$ cat src/clock_standby_cfg.svh
// constants of the clock and standby sequencer: offsets, fields, reset values, counts
`ifndef CLOCK_STANDBY_CFG_SVH
`define CLOCK_STANDBY_CFG_SVH

// ----------------------------------------------------------------------------
// register offsets
// ----------------------------------------------------------------------------
`define OFS_SEQ_CONTROL      8'h00
`define OFS_SEQ_STATUS       8'h01
`define OFS_ADC_MODE_TWO     8'h02

// ----------------------------------------------------------------------------
// fields and reset values
// ----------------------------------------------------------------------------
`define SEL_LSB              0
`define SEL_MSB              1
`define CONTROL_RESET        8'h00
`define ADC_MODE_TWO_RESET   8'h00
`define SNOOZE_EN_BIT        2
`define ADC_MODE_TWO_ZERO    8'h12
`define ST_EDGE_BIT          0
`define ST_DETECT_BIT        1
`define ST_CONV_BIT          2
`define ST_SNOOZE_BIT        3
`define ST_CLK_EXT_BIT       4
`define ST_ERROR_BIT         5
`define ST_STANDBY_BIT       6

// ----------------------------------------------------------------------------
// interval timer control words and indicator patterns (active low)
// ----------------------------------------------------------------------------
`define ITC_START_SWITCH     16'h8001
`define ITC_START_SNOOZE     16'h8FFF
`define ITC_STOP             16'h0000
`define CLK_LED_ONCHIP       3'h3
`define CLK_LED_EXTERNAL     3'h6
`define CLK_LED_DARK         3'h7
`define CPU_LED_RUN          2'h0
`define CPU_LED_HALT         2'h1
`define CPU_LED_SNOOZE       2'h2
`define CPU_LED_STOP         2'h3

// ----------------------------------------------------------------------------
// idle block length
// ----------------------------------------------------------------------------
`define IDLE_BLOCK_CYCLES    512
`define IDLE_LAST            9'h1FF

`endif

$ cat src/clock_standby_pkg.sv
// types of the clock and standby sequencer
`default_nettype none

package clock_standby_pkg;

  typedef enum logic [1:0] {
    SEL_HALT,
    SEL_STOP,
    SEL_SNOOZE,
    SEL_CLOCK
  } transition_sel_t;

  typedef enum logic [4:0] {
    S_INIT,
    S_RUN_CLR,
    S_RUN_WAIT,
    S_HALT_ENT,
    S_HALT,
    S_STOP_ENT,
    S_STOP,
    S_WAKE,
    S_SNZ_MASK,
    S_SNZ_ADC,
    S_SNZ_TIMER,
    S_GO_EXT,
    S_SW_START,
    S_SW_POLL,
    S_SW_STOP,
    S_SW_DONE,
    S_ERROR
  } seq_state_t;

endpackage : clock_standby_pkg

`default_nettype wire

$ cat src/idle_block_counter.sv
// counter that times one block of idle cycles in the run loop
`default_nettype none
`include "clock_standby_cfg.svh"

module idle_block_counter (
  // clock and reset
  input  wire logic       i_clk,
  input  wire logic       i_reset_n,
  // control
  input  wire logic       i_start,
  output logic            o_done
);

  logic       run_ff;
  logic [8:0] cnt_ff;

  // start restarts a block even if one is running
  always_ff @(posedge i_clk or negedge i_reset_n) begin
    if (!i_reset_n) begin
      run_ff <= 1'b0;
      cnt_ff <= 9'h000;
    end else if (i_start) begin
      run_ff <= 1'b1;
      cnt_ff <= 9'h000;
    end else if (run_ff) begin
      run_ff <= (cnt_ff != `IDLE_LAST);
      cnt_ff <= cnt_ff + 9'h001;
    end
  end

  assign o_done = run_ff && (cnt_ff == `IDLE_LAST);

endmodule : idle_block_counter

`default_nettype wire

$ cat src/clock_standby_sequencer.sv
// clock and standby mode sequencer with its register port
// What this block does
// - after reset light clock LED5, darken LED3 and LED4, light both CPU LEDs
// - run loop clears detection flag, then repeats 512-cycle idle blocks until flag set
// - each step clears edge request flag in the same cycle as its indicators, before next run or standby state
// - HALT entry from on-chip run darkens LED1 and lights LED2
// - STOP entry darkens both CPU LEDs, clears edge flag, enters STOP
// - release from HALT or STOP lights both CPU LEDs, clears flag, resumes run loop
// - external to on-chip switch starts timer with 8001H, polls main clock status for 0
// - interval timer event before status reaches 0 abandons switch into error
// - after switch success mask interval irq, stop timer 0000H, stop crystal oscillator
// - switch completion shows on-chip clock, lights CPU LEDs, clears flag, unmasks edge irq
// - SNOOZE entry masks edge irq before converter setup
// - SNOOZE setup makes interval timer irq trigger conversions in hardware
// - SNOOZE entry masks interval irq, LED1 lit LED2 dark, timer 8FFFH, then STOP
// - converter setup clears done flag, unmasks done irq, then sets snooze enable
// - snooze enable is bit 2 of mode register two; bits 4 and 1 stay 0
`default_nettype none
`include "clock_standby_cfg.svh"

module clock_standby_sequencer (
  // clock and reset
  input  wire logic        i_clk,
  input  wire logic        i_reset_n,
  // register port
  input  wire logic [7:0]  i_addr,
  input  wire logic [7:0]  i_wdata,
  input  wire logic        i_wr,
  input  wire logic        i_rd,
  output logic      [7:0]  o_rdata,
  // events
  input  wire logic        i_switch_edge_irq,
  input  wire logic        i_interval_timer_irq,
  input  wire logic        i_main_clock_status,
  input  wire logic        i_conversion_done,
  // indicators, active low
  output logic      [1:0]  o_cpu_led_n,
  output logic      [2:0]  o_clk_led_n,
  // peripheral controls
  output logic             o_ext_edge_irq_mask,
  output logic             o_interval_irq_mask,
  output logic      [15:0] o_interval_timer_control,
  output logic             o_crystal_osc_stop,
  output logic             o_conversion_irq_mask,
  output logic             o_adc_hw_trigger,
  output logic      [7:0]  o_converter_mode_reg_two,
  output logic             o_error
);

  // --------------------------------------------------------------------------
  // state and storage
  // --------------------------------------------------------------------------
  clock_standby_pkg::seq_state_t state_ff;
  clock_standby_pkg::seq_state_t nxt_state;
  logic [7:0]  control_ff;
  logic [7:0]  mode_two_ff;
  logic [7:0]  rdata_ff;
  logic [1:0]  cpu_led_ff;
  logic [2:0]  clk_led_ff;
  logic [15:0] itc_ff;
  logic        edge_flag_ff, detect_ff, conv_flag_ff;
  logic        edge_mask_ff, int_mask_ff, osc_stop_ff, conv_mask_ff;
  logic        hw_trig_ff, snooze_ff, clk_ext_ff;
  logic        idle_done, idle_start, edge_clr, wake_ok;
  clock_standby_pkg::transition_sel_t sel;

  function automatic logic clears_edge(input clock_standby_pkg::seq_state_t st);
    case (st)
      clock_standby_pkg::S_INIT,
      clock_standby_pkg::S_HALT_ENT,
      clock_standby_pkg::S_STOP_ENT,
      clock_standby_pkg::S_WAKE,
      clock_standby_pkg::S_SNZ_TIMER,
      clock_standby_pkg::S_GO_EXT,
      clock_standby_pkg::S_SW_DONE: clears_edge = 1'b1;
      default:                      clears_edge = 1'b0;
    endcase
  endfunction : clears_edge

  // --------------------------------------------------------------------------
  // decoding
  // --------------------------------------------------------------------------
  wire wr_ctrl = i_wr && (i_addr == `OFS_SEQ_CONTROL);
  wire wr_mode = i_wr && (i_addr == `OFS_ADC_MODE_TWO);
  wire in_standby = (state_ff == clock_standby_pkg::S_HALT) ||
                    (state_ff == clock_standby_pkg::S_STOP);
  wire [7:0] status_word = {1'b0, in_standby, (state_ff == clock_standby_pkg::S_ERROR),
                            clk_ext_ff, snooze_ff, conv_flag_ff, detect_ff, edge_flag_ff};
  assign sel = clock_standby_pkg::transition_sel_t'(control_ff[`SEL_MSB:`SEL_LSB]);
  assign edge_clr = clears_edge(state_ff);
  // wake needs an unmasked switch edge; snooze also wakes on a finished conversion
  assign wake_ok = (edge_flag_ff && !edge_mask_ff) || (snooze_ff && i_conversion_done);
  assign idle_start = (state_ff == clock_standby_pkg::S_RUN_CLR) ||
                      ((state_ff == clock_standby_pkg::S_RUN_WAIT) && idle_done
                       && !detect_ff);
  idle_block_counter u_idle (
    .i_clk     (i_clk),
    .i_reset_n (i_reset_n),
    .i_start   (idle_start),
    .o_done    (idle_done)
  );

  // --------------------------------------------------------------------------
  // next state
  // --------------------------------------------------------------------------
  always_comb begin
    nxt_state = state_ff;
    case (state_ff)
      clock_standby_pkg::S_INIT:      nxt_state = clock_standby_pkg::S_RUN_CLR;
      clock_standby_pkg::S_RUN_CLR:   nxt_state = clock_standby_pkg::S_RUN_WAIT;
      clock_standby_pkg::S_RUN_WAIT: begin
        if (idle_done && detect_ff) begin
          case (sel)
            clock_standby_pkg::SEL_HALT: nxt_state = clock_standby_pkg::S_HALT_ENT;
            clock_standby_pkg::SEL_STOP: nxt_state = clock_standby_pkg::S_STOP_ENT;
            clock_standby_pkg::SEL_SNOOZE:
              nxt_state = clk_ext_ff ? clock_standby_pkg::S_SW_START
                                     : clock_standby_pkg::S_SNZ_MASK;
            default:
              nxt_state = clk_ext_ff ? clock_standby_pkg::S_SW_START
                                     : clock_standby_pkg::S_GO_EXT;
          endcase
        end
      end
      clock_standby_pkg::S_HALT_ENT:  nxt_state = clock_standby_pkg::S_HALT;
      clock_standby_pkg::S_STOP_ENT:  nxt_state = clock_standby_pkg::S_STOP;
      clock_standby_pkg::S_HALT,
      clock_standby_pkg::S_STOP: if (wake_ok) nxt_state = clock_standby_pkg::S_WAKE;
      clock_standby_pkg::S_WAKE:      nxt_state = clock_standby_pkg::S_RUN_CLR;
      clock_standby_pkg::S_SNZ_MASK:  nxt_state = clock_standby_pkg::S_SNZ_ADC;
      clock_standby_pkg::S_SNZ_ADC:   nxt_state = clock_standby_pkg::S_SNZ_TIMER;
      clock_standby_pkg::S_SNZ_TIMER: nxt_state = clock_standby_pkg::S_STOP;
      clock_standby_pkg::S_GO_EXT:    nxt_state = clock_standby_pkg::S_RUN_CLR;
      clock_standby_pkg::S_SW_START:  nxt_state = clock_standby_pkg::S_SW_POLL;
      clock_standby_pkg::S_SW_POLL: begin
        // status is looked at first, so a same-cycle timer event still succeeds
        if (!i_main_clock_status) begin
          nxt_state = clock_standby_pkg::S_SW_STOP;
        end else if (i_interval_timer_irq) begin
          nxt_state = clock_standby_pkg::S_ERROR;
        end
      end
      clock_standby_pkg::S_SW_STOP:   nxt_state = clock_standby_pkg::S_SW_DONE;
      clock_standby_pkg::S_SW_DONE:   nxt_state = clock_standby_pkg::S_RUN_CLR;
      clock_standby_pkg::S_ERROR:     nxt_state = clock_standby_pkg::S_ERROR;
      default:                        nxt_state = clock_standby_pkg::S_ERROR;
    endcase
  end
  always_ff @(posedge i_clk or negedge i_reset_n) begin
    if (!i_reset_n) state_ff <= clock_standby_pkg::S_INIT;
    else            state_ff <= nxt_state;
  end

  // --------------------------------------------------------------------------
  // event flags: a set in the clearing cycle wins
  // --------------------------------------------------------------------------
  always_ff @(posedge i_clk or negedge i_reset_n) begin
    if (!i_reset_n) begin
      edge_flag_ff <= 1'b0;
      detect_ff    <= 1'b0;
      conv_flag_ff <= 1'b0;
    end else begin
      edge_flag_ff <= i_switch_edge_irq || (edge_flag_ff && !edge_clr);
      detect_ff    <= (i_switch_edge_irq && !edge_mask_ff) ||
                      (detect_ff && (state_ff != clock_standby_pkg::S_RUN_CLR));
      conv_flag_ff <= i_conversion_done ||
                      (conv_flag_ff && (state_ff != clock_standby_pkg::S_SNZ_ADC));
    end
  end

  // --------------------------------------------------------------------------
  // indicators
  // --------------------------------------------------------------------------
  always_ff @(posedge i_clk or negedge i_reset_n) begin
    if (!i_reset_n) begin
      cpu_led_ff <= `CPU_LED_STOP;
      clk_led_ff <= `CLK_LED_DARK;
    end else begin
      case (state_ff)
        clock_standby_pkg::S_INIT: begin
          cpu_led_ff <= `CPU_LED_RUN;
          clk_led_ff <= `CLK_LED_ONCHIP;
        end
        clock_standby_pkg::S_HALT_ENT:  cpu_led_ff <= `CPU_LED_HALT;
        clock_standby_pkg::S_STOP_ENT:  cpu_led_ff <= `CPU_LED_STOP;
        clock_standby_pkg::S_WAKE:      cpu_led_ff <= `CPU_LED_RUN;
        clock_standby_pkg::S_SNZ_TIMER: cpu_led_ff <= `CPU_LED_SNOOZE;
        clock_standby_pkg::S_GO_EXT: begin
          cpu_led_ff <= `CPU_LED_RUN;
          clk_led_ff <= `CLK_LED_EXTERNAL;
        end
        clock_standby_pkg::S_SW_DONE: begin
          cpu_led_ff <= `CPU_LED_RUN;
          clk_led_ff <= `CLK_LED_ONCHIP;
        end
        clock_standby_pkg::S_ERROR: begin
          cpu_led_ff <= `CPU_LED_STOP;
          clk_led_ff <= `CLK_LED_DARK;
        end
        default:                        cpu_led_ff <= cpu_led_ff;
      endcase
    end
  end

  // --------------------------------------------------------------------------
  // interval timer, masks and oscillator
  // --------------------------------------------------------------------------
  always_ff @(posedge i_clk or negedge i_reset_n) begin
    if (!i_reset_n) begin
      itc_ff       <= `ITC_STOP;
      int_mask_ff  <= 1'b1;
      edge_mask_ff <= 1'b0;
      osc_stop_ff  <= 1'b1;
      clk_ext_ff   <= 1'b0;
    end else begin
      case (state_ff)
        clock_standby_pkg::S_SNZ_MASK:  edge_mask_ff <= 1'b1;
        clock_standby_pkg::S_SNZ_TIMER: begin
          int_mask_ff <= 1'b1;
          itc_ff      <= `ITC_START_SNOOZE;
        end
        clock_standby_pkg::S_WAKE: begin
          if (snooze_ff) begin
            itc_ff       <= `ITC_STOP;
            edge_mask_ff <= 1'b0;
          end
        end
        clock_standby_pkg::S_GO_EXT: begin
          osc_stop_ff <= 1'b0;
          clk_ext_ff  <= 1'b1;
        end
        clock_standby_pkg::S_SW_START: begin
          itc_ff      <= `ITC_START_SWITCH;
          int_mask_ff <= 1'b0;
        end
        clock_standby_pkg::S_SW_STOP: begin
          int_mask_ff <= 1'b1;
          itc_ff      <= `ITC_STOP;
          osc_stop_ff <= 1'b1;
        end
        clock_standby_pkg::S_SW_DONE: begin
          edge_mask_ff <= 1'b0;
          clk_ext_ff   <= 1'b0;
        end
        clock_standby_pkg::S_ERROR:     itc_ff <= `ITC_STOP;
        default:                        itc_ff <= itc_ff;
      endcase
    end
  end

  // --------------------------------------------------------------------------
  // converter setup and registers
  // --------------------------------------------------------------------------
  always_ff @(posedge i_clk or negedge i_reset_n) begin
    if (!i_reset_n) begin
      conv_mask_ff <= 1'b1;
      hw_trig_ff   <= 1'b0;
      snooze_ff    <= 1'b0;
    end else if (state_ff == clock_standby_pkg::S_SNZ_ADC) begin
      conv_mask_ff <= 1'b0;
      hw_trig_ff   <= 1'b1;
    end else if (state_ff == clock_standby_pkg::S_SNZ_TIMER) begin
      snooze_ff    <= 1'b1;
    end else if ((state_ff == clock_standby_pkg::S_WAKE) && snooze_ff) begin
      snooze_ff    <= 1'b0;
      hw_trig_ff   <= 1'b0;
      conv_mask_ff <= 1'b1;
    end
  end

  // sequencer writes to mode register two win over software writes
  wire [7:0] mode_sw  = wr_mode ? i_wdata : mode_two_ff;
  wire       snz_set  = (state_ff == clock_standby_pkg::S_SNZ_TIMER);
  wire       snz_clr  = (state_ff == clock_standby_pkg::S_WAKE) && snooze_ff;
  wire [7:0] mode_bit = 8'h01 << `SNOOZE_EN_BIT;
  wire [7:0] mode_seq = snz_set ? (mode_sw | mode_bit)
                      : snz_clr ? (mode_sw & ~mode_bit) : mode_sw;

  always_ff @(posedge i_clk or negedge i_reset_n) begin
    if (!i_reset_n) begin
      control_ff  <= `CONTROL_RESET;
      mode_two_ff <= `ADC_MODE_TWO_RESET;
      rdata_ff    <= 8'h00;
    end else begin
      if (wr_ctrl) control_ff <= i_wdata;
      mode_two_ff <= mode_seq & ~`ADC_MODE_TWO_ZERO;
      if (!i_rd)                                 rdata_ff <= 8'h00;
      else if (i_addr == `OFS_SEQ_CONTROL)       rdata_ff <= control_ff;
      else if (i_addr == `OFS_SEQ_STATUS)        rdata_ff <= status_word;
      else if (i_addr == `OFS_ADC_MODE_TWO)      rdata_ff <= mode_two_ff;
      else                                       rdata_ff <= 8'h00;
    end
  end

  // --------------------------------------------------------------------------
  // outputs
  // --------------------------------------------------------------------------
  assign o_rdata                  = rdata_ff;
  assign o_cpu_led_n              = cpu_led_ff;
  assign o_clk_led_n              = clk_led_ff;
  assign o_ext_edge_irq_mask      = edge_mask_ff;
  assign o_interval_irq_mask      = int_mask_ff;
  assign o_interval_timer_control = itc_ff;
  assign o_crystal_osc_stop       = osc_stop_ff;
  assign o_conversion_irq_mask    = conv_mask_ff;
  assign o_adc_hw_trigger         = hw_trig_ff;
  assign o_converter_mode_reg_two = mode_two_ff;
  assign o_error                  = (state_ff == clock_standby_pkg::S_ERROR);
endmodule : clock_standby_sequencer
`default_nettype wire

$ cat config.mk
export PLATFORM = sky130hd
export DESIGN_NAME = clock_standby_sequencer
export DESIGN_NICKNAME = d
export VERILOG_FILES = /design/src/clock_standby_pkg.sv /design/src/idle_block_counter.sv /design/src/clock_standby_sequencer.sv
export VERILOG_INCLUDE_DIRS = /design/src
export SDC_FILE = /design/constraint.sdc
export NUM_CORES = 1
export LEC_CHECK = 0
export ABC_AREA = 1
export BUFFER_PORTS_ARGS = -buffer_cell sky130_fd_sc_hd__buf_2
export CORE_ASPECT_RATIO = 1.75
export CORE_UTILIZATION = 45
export CTS_CLUSTER_SIZE = 8
export DETAILED_ROUTE_END_ITERATION = 12
export PLACE_DENSITY_LB_ADDON = 0.15
export SYNTH_ARGS = -nofsm -noshare
export SYNTH_HDL_FRONTEND = slang
export SYNTH_SLANG_ARGS = --single-unit
$ cat constraint.sdc
create_clock -name i_clk -period 1.85 [get_ports i_clk]
set_input_delay 0.37 -clock i_clk [delete_from_list [all_inputs] [get_ports i_clk]]
set_output_delay 0.37 -clock i_clk [all_outputs]
set_load 0.1 [all_outputs]
==> flow_summary.toml, run 1 <==
[hold_path]
hold_class = "input port to async pin"

[place]
dpl.hpwl_mm = 4.76
place.port_buffers = 60
gp_congestion = 0.836
dp.cells = 486

[worst_setup_path]
criticalPathCategory = "register to register"
worst_ep_arrival_time_ps = 2050
slowest_stage = "dfrtp_1"
cp_top_family = "simple AND/OR/NAND/NOR gates"
required_ps = 2070
cp-end-kind = "register"
worst_path_largest_cell_delay_ps = 390
critPathBufInv = 1
r2r_cells = 11
critPathLaunchType = "register"
cp_cell_sequence = "ha_2 > nand3_2 > nor3_2 > nand2_1 > nor2_1 > ha_2 > nand2_1 > nor2_2 > a21oi_4 > inv_4 > nor2_1"
cp_max_fo = 7
path_depth = 11

[global_routing]
grtUsageMet2_pct = 37.3
antenna_found_initial = 0
grt_pass1_wl_mm = 10.9
met3_usage_pct = 4.10
overflow = 0
track_usage_pct = 22.4
use_met1_pct = 27.7
grt.busiest_layer = "met2"
grt_max_degree = 54
first_global_vias = 2340

[yosys]
ys.flop_type = "dfrtp_1"
synth_most_common_cell = "nand2_1"
yosysTopAreaCell = "dfrtp_1"
synth_common_cells = "nand2_1 (97), dfrtp_1 (46), inv_1 (39)"
yosysWarnings = 0
synth_edf_count = 0
synth_area_per_cell_sq_um = 7.94
syn_inst = 358
ys_ff_latch = 53
synth_top_area_share_pct = 40.5
yosysSeqAreaShare_pct = 46.9
synth_cell_types = 33
netlist_area_sq_mm = 0.00284
synth_area_leaders = "dfrtp_1 (40%), nand2_1 (13%), dfstp_2 (6.5%), nand3_1 (5.8%), inv_1 (5.1%)"
async_reset_ff_share_pct = 100

[detailed_routing]
routed_wirelength_mm = 6.46
postRouteAntennaNets = 0
first_iter_violations = 98
remaining_drc_errors = 0
vias = 2455
wl_per_cell_microns = 12.9
drtPass1Iterations = 4
viasPerCell = 4.91

[cells_and_area]
drive_gt1_share_pct = 30.0
fill_cells = 619
fin_nets = 445
n_antenna_cell = 0
area_delta_synth_final_pct = 18.2
final_cells = 500

[power]
peakVddDrop_mv = 0.718
p_leak_nw = 1.84
power_density_mw_per_mm2 = 627

[timing]
drv_slew = 0
hold_viol_final = 0
min_period_ps = 1820
fin_crit_sh_pct = 98.5
fmax_mhz = 549
final.setup.tns_ps = 0
rsz0062_at_grt = "yes"
fin_skew_ps = 6.84
setup_violations = 0

[floorplan]
initial_utilization_pct = 46.4
die_w_microns = 62.1
core_area_sq_mm = 0.00613
fp.dieH_microns = 107
die_area_sq_mm = 0.00665
rows = 38
ios = 67

[clock_tree]
htreeDepth = 2
cts_sinks = 53
clkLatencyLatePin_ps = 320
cts_tree = "done"
clockRootBuffer = "clkbuf_8"
cts_hold_buf = 0
clkTransAtPathRegs_ps = 100
numCtsBuffers = 5
cts_buffer_depth = 2

[outcome]
status = "complete, no violations"

[job]
maxCapViolCount = 0
-- registers in the layout, indices dropped and copies added, names as in the netlist, 2 cells and up --
register,flops
control_ff,8
o_clk_led_n,2
o_converter_mode_reg_two,6
o_cpu_led_n,2
o_interval_timer_control,2
o_rdata,8
state_ff,5
u_idle.cnt_ff,9
-- cell usage in the layout (no fill, tap or decap), types with 6 or more instances in the layout --
master / instances
dfstp_2: 7
conb_1: 6
clkbuf_8: 6
nand2_2: 7
buf_4: 11
inv_1: 39
nand2_1: 94
nor2_4: 9
o21ai_0: 16
nor2_1: 32
nand3_1: 32
a21oi_1: 10
buf_2: 59
dfrtp_1: 44
-- cell families after synthesis --
family | Yosys count | share of synthesized area (%)
DFF | 53 | 46.9
buffers and inverters | 67 | 11.3
AOI/OAI and AO/OA | 40 | 8.36
other | 2 | 0.264
and+or+nand+nor | 189 | 30.8
xor gates and xnor gates | 5 | 1.54
adders and majority gates | 2 | 0.880
-- worst reg2reg max path, stage by stage (launching register included) --
cell and delay [ps]:
dfrtp_1 390, ha_2 210, nand3_2 100, nor3_2 210, nand2_1 80, nor2_1 100
ha_2 190, nand2_1 60, nor2_2 140, a21oi_4 110, inv_4 100, nor2_1 50
-- final timing paths --
path                                     from                  to  slack (ps)
min in group i_clk          i_conversion_done        conv_flag_ff         270
max in group asynchronous           i_reset_n  o_crystal_osc_stop        1520
setup reg to reg             u_idle.cnt_ff[0]    u_idle.cnt_ff[0]          30
setup / recovery             u_idle.cnt_ff[0]    u_idle.cnt_ff[0]          30
hold / removal                      i_reset_n    u_idle.cnt_ff[2]          10
hold reg to reg            o_crystal_osc_stop  o_crystal_osc_stop         470
-- metal layers --
metal  routed length [microns]  vias up
li1                          -     1222
met1                      2550     1155
met2                      3510       69
met3                       271        9
met4                       127        0
met5                         0        -
-- cell type report --
type	instances	area, sq um	share of cell area [%]
timing repair buffer	72	418	12.4
multi-input combinational	242	1240	36.8
inverter	45	171	5.10
clock inverter	2	13.8	0.409
tap	80	100	2.98
sequential	53	1340	39.8
clock buffer	6	82.6	2.46
-- through the flow --
stage                     setup WS [ps]  hold slack [ps]  util [%]  cell area [sq um]  total power (W)
after detailed placement          -26.7              382      52.0               3190          0.00142
after global placement             48.2              388      52.0               3190          0.00141
after global routing               -100             26.7      54.8               3360          0.00218
after floorplan                    55.5             74.4         -               2870          0.00135
after CTS                          2.34             25.0      53.9               3310          0.00212
final                              27.1             13.3      54.8               3360          0.00211
-- power breakdown --
group | total, W | internal, W | switching [W]
logic | 0.000207 | 0.0000416 | 0.000165
clock network | 0.000717 | 0.000305 | 0.000413
registers | 0.00119 | 0.00117 | 0.0000114
-- what timing repair did --
action,4_1_cts,5_1_grt
setup buffers,2,4
pin swaps,2,6
resized for setup,3,8
endpoints found under the setup margin,9,16
Note: power is estimated with default switching activity, not from simulation.
==> inputs of run 2 (changes only) <==
Settings changed: CTS_BUF_LIST from default to sky130_fd_sc_hd__clkbuf_4, PLACE_DENSITY from default to 0.75, PLACE_DENSITY_LB_ADDON 0.15 to default.
==> flow_summary.toml, run 2 (synthesized netlist as in run 1, its figures left out) <==
[global_routing]
antenna_found_initial = 0
first_global_vias = 2385
overflow = 0
grt_pass1_wl_mm = 10.6
grt_max_degree = 35
track_usage_pct = 21.5

[clock_tree]
cts_sinks = 53
numCtsBuffers = 5
clockRootBuffer = "clkbuf_4"
clkTransAtPathRegs_ps = 160
cts_tree = "done"
htreeDepth = 2
clkLatencyLatePin_ps = 390
cts_buffer_depth = 2

[cells_and_area]
fin_nets = 446
drive_gt1_share_pct = 29.9
largest_reg_flops = 9
layout_common_cells = "nand2_1 (95), buf_2 (59), dfrtp_1 (43)"
n_antenna_cell = 0
fill_cells = 576
finish.utilization_pct = 54.7
top_register = "u_idle.cnt_ff"
area_delta_synth_final_pct = 18.0
final_cells = 501
mostFrequentLayoutCell = "nand2_1"

[worst_setup_path]
slowest_stage = "dfrtp_1"
cp-end-kind = "register"
required_ps = 2150
cp_top_family = "simple AND/OR/NAND/NOR gates"
worst_path_largest_cell_delay_ps = 410
cp_max_fo = 7
criticalPathCategory = "register to register"
critPathBufInv = 0
cp_cell_sequence = "ha_2 > nand3_2 > nor3_2 > nand2_1 > nor2_1 > ha_2 > nand2_1 > nor2_2 > a21oi_4 > nand3_1 > o21ai_1"
critPathLaunchType = "register"
worst_ep_arrival_time_ps = 2140

[place]
dp.cells = 485
place.port_buffers = 60
dp_slack_ps = -19.0
dpl.hpwl_mm = 4.77
gp_congestion = 0.915

[timing]
fin_ws_ps = 7.38
setup_violations = 0
whs_ps = 176
drv_slew = 0
fin_crit_sh_pct = 99.6
rsz0062_at_grt = "yes"
fmax_mhz = 543
fin_skew_ps = 10.8
hold_viol_final = 0
min_period_ps = 1840

[power]
p_leak_nw = 1.83
peakVddDrop_mv = 0.622
power_density_mw_per_mm2 = 617

[detailed_routing]
first_iter_violations = 95
viasPerCell = 4.86
vias = 2434
postRouteAntennaNets = 0
drtPass1Iterations = 4
wl_per_cell_microns = 12.9
remaining_drc_errors = 0
routed_wirelength_mm = 6.44

[floorplan]
ios = 67
die_area_sq_mm = 0.00665
core_area_sq_mm = 0.00613
fp.dieH_microns = 107
rows = 38
initial_utilization_pct = 46.4
die_w_microns = 62.1

[job]
maxCapViolCount = 0

[outcome]
status = "complete, no violations"

[hold_path]
hold_class = "input port to register"
==> run 2: layout make-up <==
class | instances | area (sq um) | area share [%]
flip-flops and latches | 53 | 1340 | 39.9
multi-input cells | 242 | 1240 | 36.8
repair buffers | 73 | 428 | 12.7
inverters | 45 | 171 | 5.11
well taps | 80 | 100 | 2.98
clock inverters | 3 | 45.0 | 1.34
clock buffers | 5 | 37.5 | 1.12
==> run 2: metal layers <==
layer	up-vias	global-route usage, %	routed length [microns]	part of all wire, %
met3	8	3.38	214	3.3
met1	1134	25.9	2500	39
met2	61	36.9	3590	56
met5	-	0	0	0
li1	1231	-	-	-
met4	0	8.25	132	2.1
==> run 2: path summary, 6_finish.rpt <==
check / slack [ps] / start / endpoint / cells past startpoint
hold / removal: 180 / i_conversion_done / conv_flag_ff / 2
hold reg to reg: 470 / o_crystal_osc_stop / o_crystal_osc_stop / 2
setup reg to reg: 7 / u_idle.cnt_ff[0] / u_idle.cnt_ff[5] / 11
setup / recovery: 7 / u_idle.cnt_ff[0] / u_idle.cnt_ff[5] / 11
min in group asynchronous: 450 / i_reset_n / control_ff[2] / 2
max in group asynchronous: 800 / i_reset_n / o_clk_led_n[0] / 3
==> run 2: worst reg2reg max path, stage by stage, from the launching register on <==
cell and delay (ps):
dfrtp_1 410, ha_2 210, nand3_2 90, nor3_2 170
nand2_1 90, nor2_1 100, ha_2 190, nand2_1 60
nor2_2 140, a21oi_4 110, nand3_1 90, o21ai_1 80
==> run 2: repair_timing <==
action	in CTS	in global routing
endpoints found under the setup margin	7	16
endpoints found under the hold margin	13	0
pin swaps	2	3
buffers inserted	3	4
gates resized for setup	3	8
hold buffers	1	0
==> run 2: metrics by stage <==
| step | setup TNS [ps] | total power, W | cell area (sq um) |
|---|---|---|---|
| 2_1_floorplan | 0 | 0.00135 | 2870 |
| 3_3_place_gp | 0 | 0.00141 | 3180 |
| 3_5_place_dp | -61.7 | 0.00142 | 3180 |
| 4_1_cts | 0 | 0.00210 | 3300 |
| 5_1_grt | -1440 | 0.00216 | 3360 |
| 6_report | 0 | 0.00207 | 3360 |
==> run 2: report_power, final <==
part           internal, W  switching (W)  leakage [nW]
Sequential         0.00118      0.0000119         0.649
Combinational    0.0000428       0.000166          1.13
Clock             0.000290       0.000386        0.0448
==> inputs of run 3 (changes only) <==
Settings changed: CTS_BUF_LIST sky130_fd_sc_hd__clkbuf_4 to sky130_fd_sc_hd__clkbuf_16, PLACE_DENSITY 0.75 to 0.81.
==> flow_summary.toml, run 3 (synthesized netlist as in run 1, its figures left out) <==
[place]
place.port_buffers = 60
dp_slack_ps = -18.3
dpl.hpwl_mm = 4.78
gp_congestion = 0.882

[detailed_routing]
vias = 2502
wl_per_cell_microns = 13.1
wl_met2_mm = 3.69
routed_wirelength_mm = 6.49
dr.max_layer_used = "met4"
wl_met1_mm = 2.39
met3_length_microns = 243
viasPerCell = 5.04
first_iter_violations = 78
drtPass1Iterations = 5
remaining_drc_errors = 0
postRouteAntennaNets = 0

[floorplan]
rows = 38
fp.dieH_microns = 107
die_w_microns = 62.1
initial_utilization_pct = 46.4
core_area_sq_mm = 0.00613
die_area_sq_mm = 0.00665
ios = 67

[cells_and_area]
area_delta_synth_final_pct = 20.3
layout.area.seq_sq_mm = 0.00134
mostFrequentLayoutCell = "nand2_1"
largest_reg_flops = 9
fill_cells = 554
multiInputGateArea_sq_mm = 0.00128
drive_gt1_share_pct = 31.0
n_antenna_cell = 0
top_register = "u_idle.cnt_ff"
layout_common_cells = "nand2_1 (91), buf_2 (59), dfrtp_1 (44)"
fin_nets = 441

[worst_setup_path]
criticalPathCategory = "register to register"
rr_startpoint = "u_idle.cnt_ff[0]"
critPathLaunch = "u_idle.cnt_ff[0]"
cp-end-kind = "register"
slowest_stage = "dfrtp_1"
cp_cell_sequence = "ha_2 > nand3_2 > nor3_2 > nand2_1 > nor2_1 > ha_2 > nand2_2 > nor2_4 > a21oi_4 > inv_4 > nor2_1"
critPathLaunchType = "register"
worst_path_largest_cell_delay_ps = 390
cp_max_fo = 7
required_ps = 2040
worst-r2r-setup-slack_ps = 60
worst_ep_arrival_time_ps = 1980

[power]
power_density_mw_per_mm2 = 673
peakVddDrop_mv = 0.685
p_leak_nw = 1.85

[clock_tree]
numCtsBuffers = 5
cts_sinks = 53
htreeDepth = 2
clkLatencyLatePin_ps = 300
clkTransAtPathRegs_ps = 70
cts_tree = "done"
cts_buffer_depth = 2
cts_hold_buf = 0
clockRootBuffer = "clkbuf_16"

[timing]
drv_slew = 0
final.setup.tns_ps = 0
rsz0062_at_grt = "yes"
setup_violations = 0
fin_crit_sh_pct = 96.5
hold_viol_final = 0
fmax_mhz = 560
fin_ws_ps = 63.8
min_period_ps = 1790
fin_skew_ps = 4.72

[global_routing]
antenna_found_initial = 0
grt_pass1_wl_mm = 10.5
grt_max_degree = 54
first_global_vias = 2463
track_usage_pct = 21.6
overflow = 0

[job]
maxCapViolCount = 0

[outcome]
status = "complete, no violations"

[hold_path]
hold_class = "input port to async pin"
## run 3: cell count changes in the layout (fill, tap and decap cells not counted), moves of 2 or more
cell | before | now
buf_4 | 11 | 7
clkbuf_16 | 0 | 5
clkbuf_4 | 5 | 0
nand2_1 | 95 | 91
nand2_2 | 6 | 10
nand3_1 | 31 | 29
nor2_1 | 32 | 30
nor2_4 | 8 | 10
## run 3: layer usage
| layer | track usage, % | up-vias |
|---|---|---|
| li1 | - | 1221 |
| met1 | 23.8 | 1193 |
| met2 | 37.8 | 75 |
| met3 | 3.86 | 13 |
| met4 | 10.6 | 0 |
| met5 | 0 | - |
## run 3: area by class of cell
type                            count  share of cell area, %
Inverter                           45                   5.08
Multi-Input combinational cell    242                   37.4
Tap cell                           80                   2.93
Sequential cell                    53                   39.1
Clock inverter                      3                  0.512
Clock buffer                        5                   3.66
Timing Repair Buffer               68                   11.3
## run 3: path summary, 6_finish.rpt
path / to / depth (start not counted)
worst min register to register: o_crystal_osc_stop / 2
worst max register to register: u_idle.cnt_ff[3] / 11
worst max-delay path: u_idle.cnt_ff[3] / 11
max in group asynchronous: o_conversion_irq_mask / 2
min in group i_clk: conv_flag_ff / 2
worst min-delay path: o_interval_timer_control[0] / 2
## run 3: power by group
part	internal, W	switching [W]	total, W
logic	0.0000416	0.000166	0.000208
registers	0.00117	0.0000117	0.00119
clock network	0.000499	0.000408	0.000907
## run 3: worst max-delay path, delay by kind of cell (launching register included)
family / cells / cell delay, ps
compound gates: 1 / 100
fa+ha+maj: 2 / 420
buf+inv: 1 / 100
flops: 1 / 390
simple gates: 7 / 670
## run 3: per-stage QoR
step / std cells / instance area, sq um / hold WS, ps / utilization [%] / total power [W]
after detailed placement: 485 / 3180 / 382 / 51.8 / 0.00142
after floorplan: 362 / 2870 / 74.4 / - / 0.00135
after global routing: 496 / 3420 / 74.7 / 55.8 / 0.00238
after global placement: 485 / 3180 / 381 / 51.8 / 0.00141
after CTS: 494 / 3330 / 69.2 / 54.3 / 0.00233
final: 496 / 3420 / 49.5 / 55.8 / 0.00230
## run 3: timing repair
action,4_1_cts,5_1_grt
resized for setup,2,20
endpoints found under the setup margin,8,16
pin swaps,1,6
setup buffers,1,2
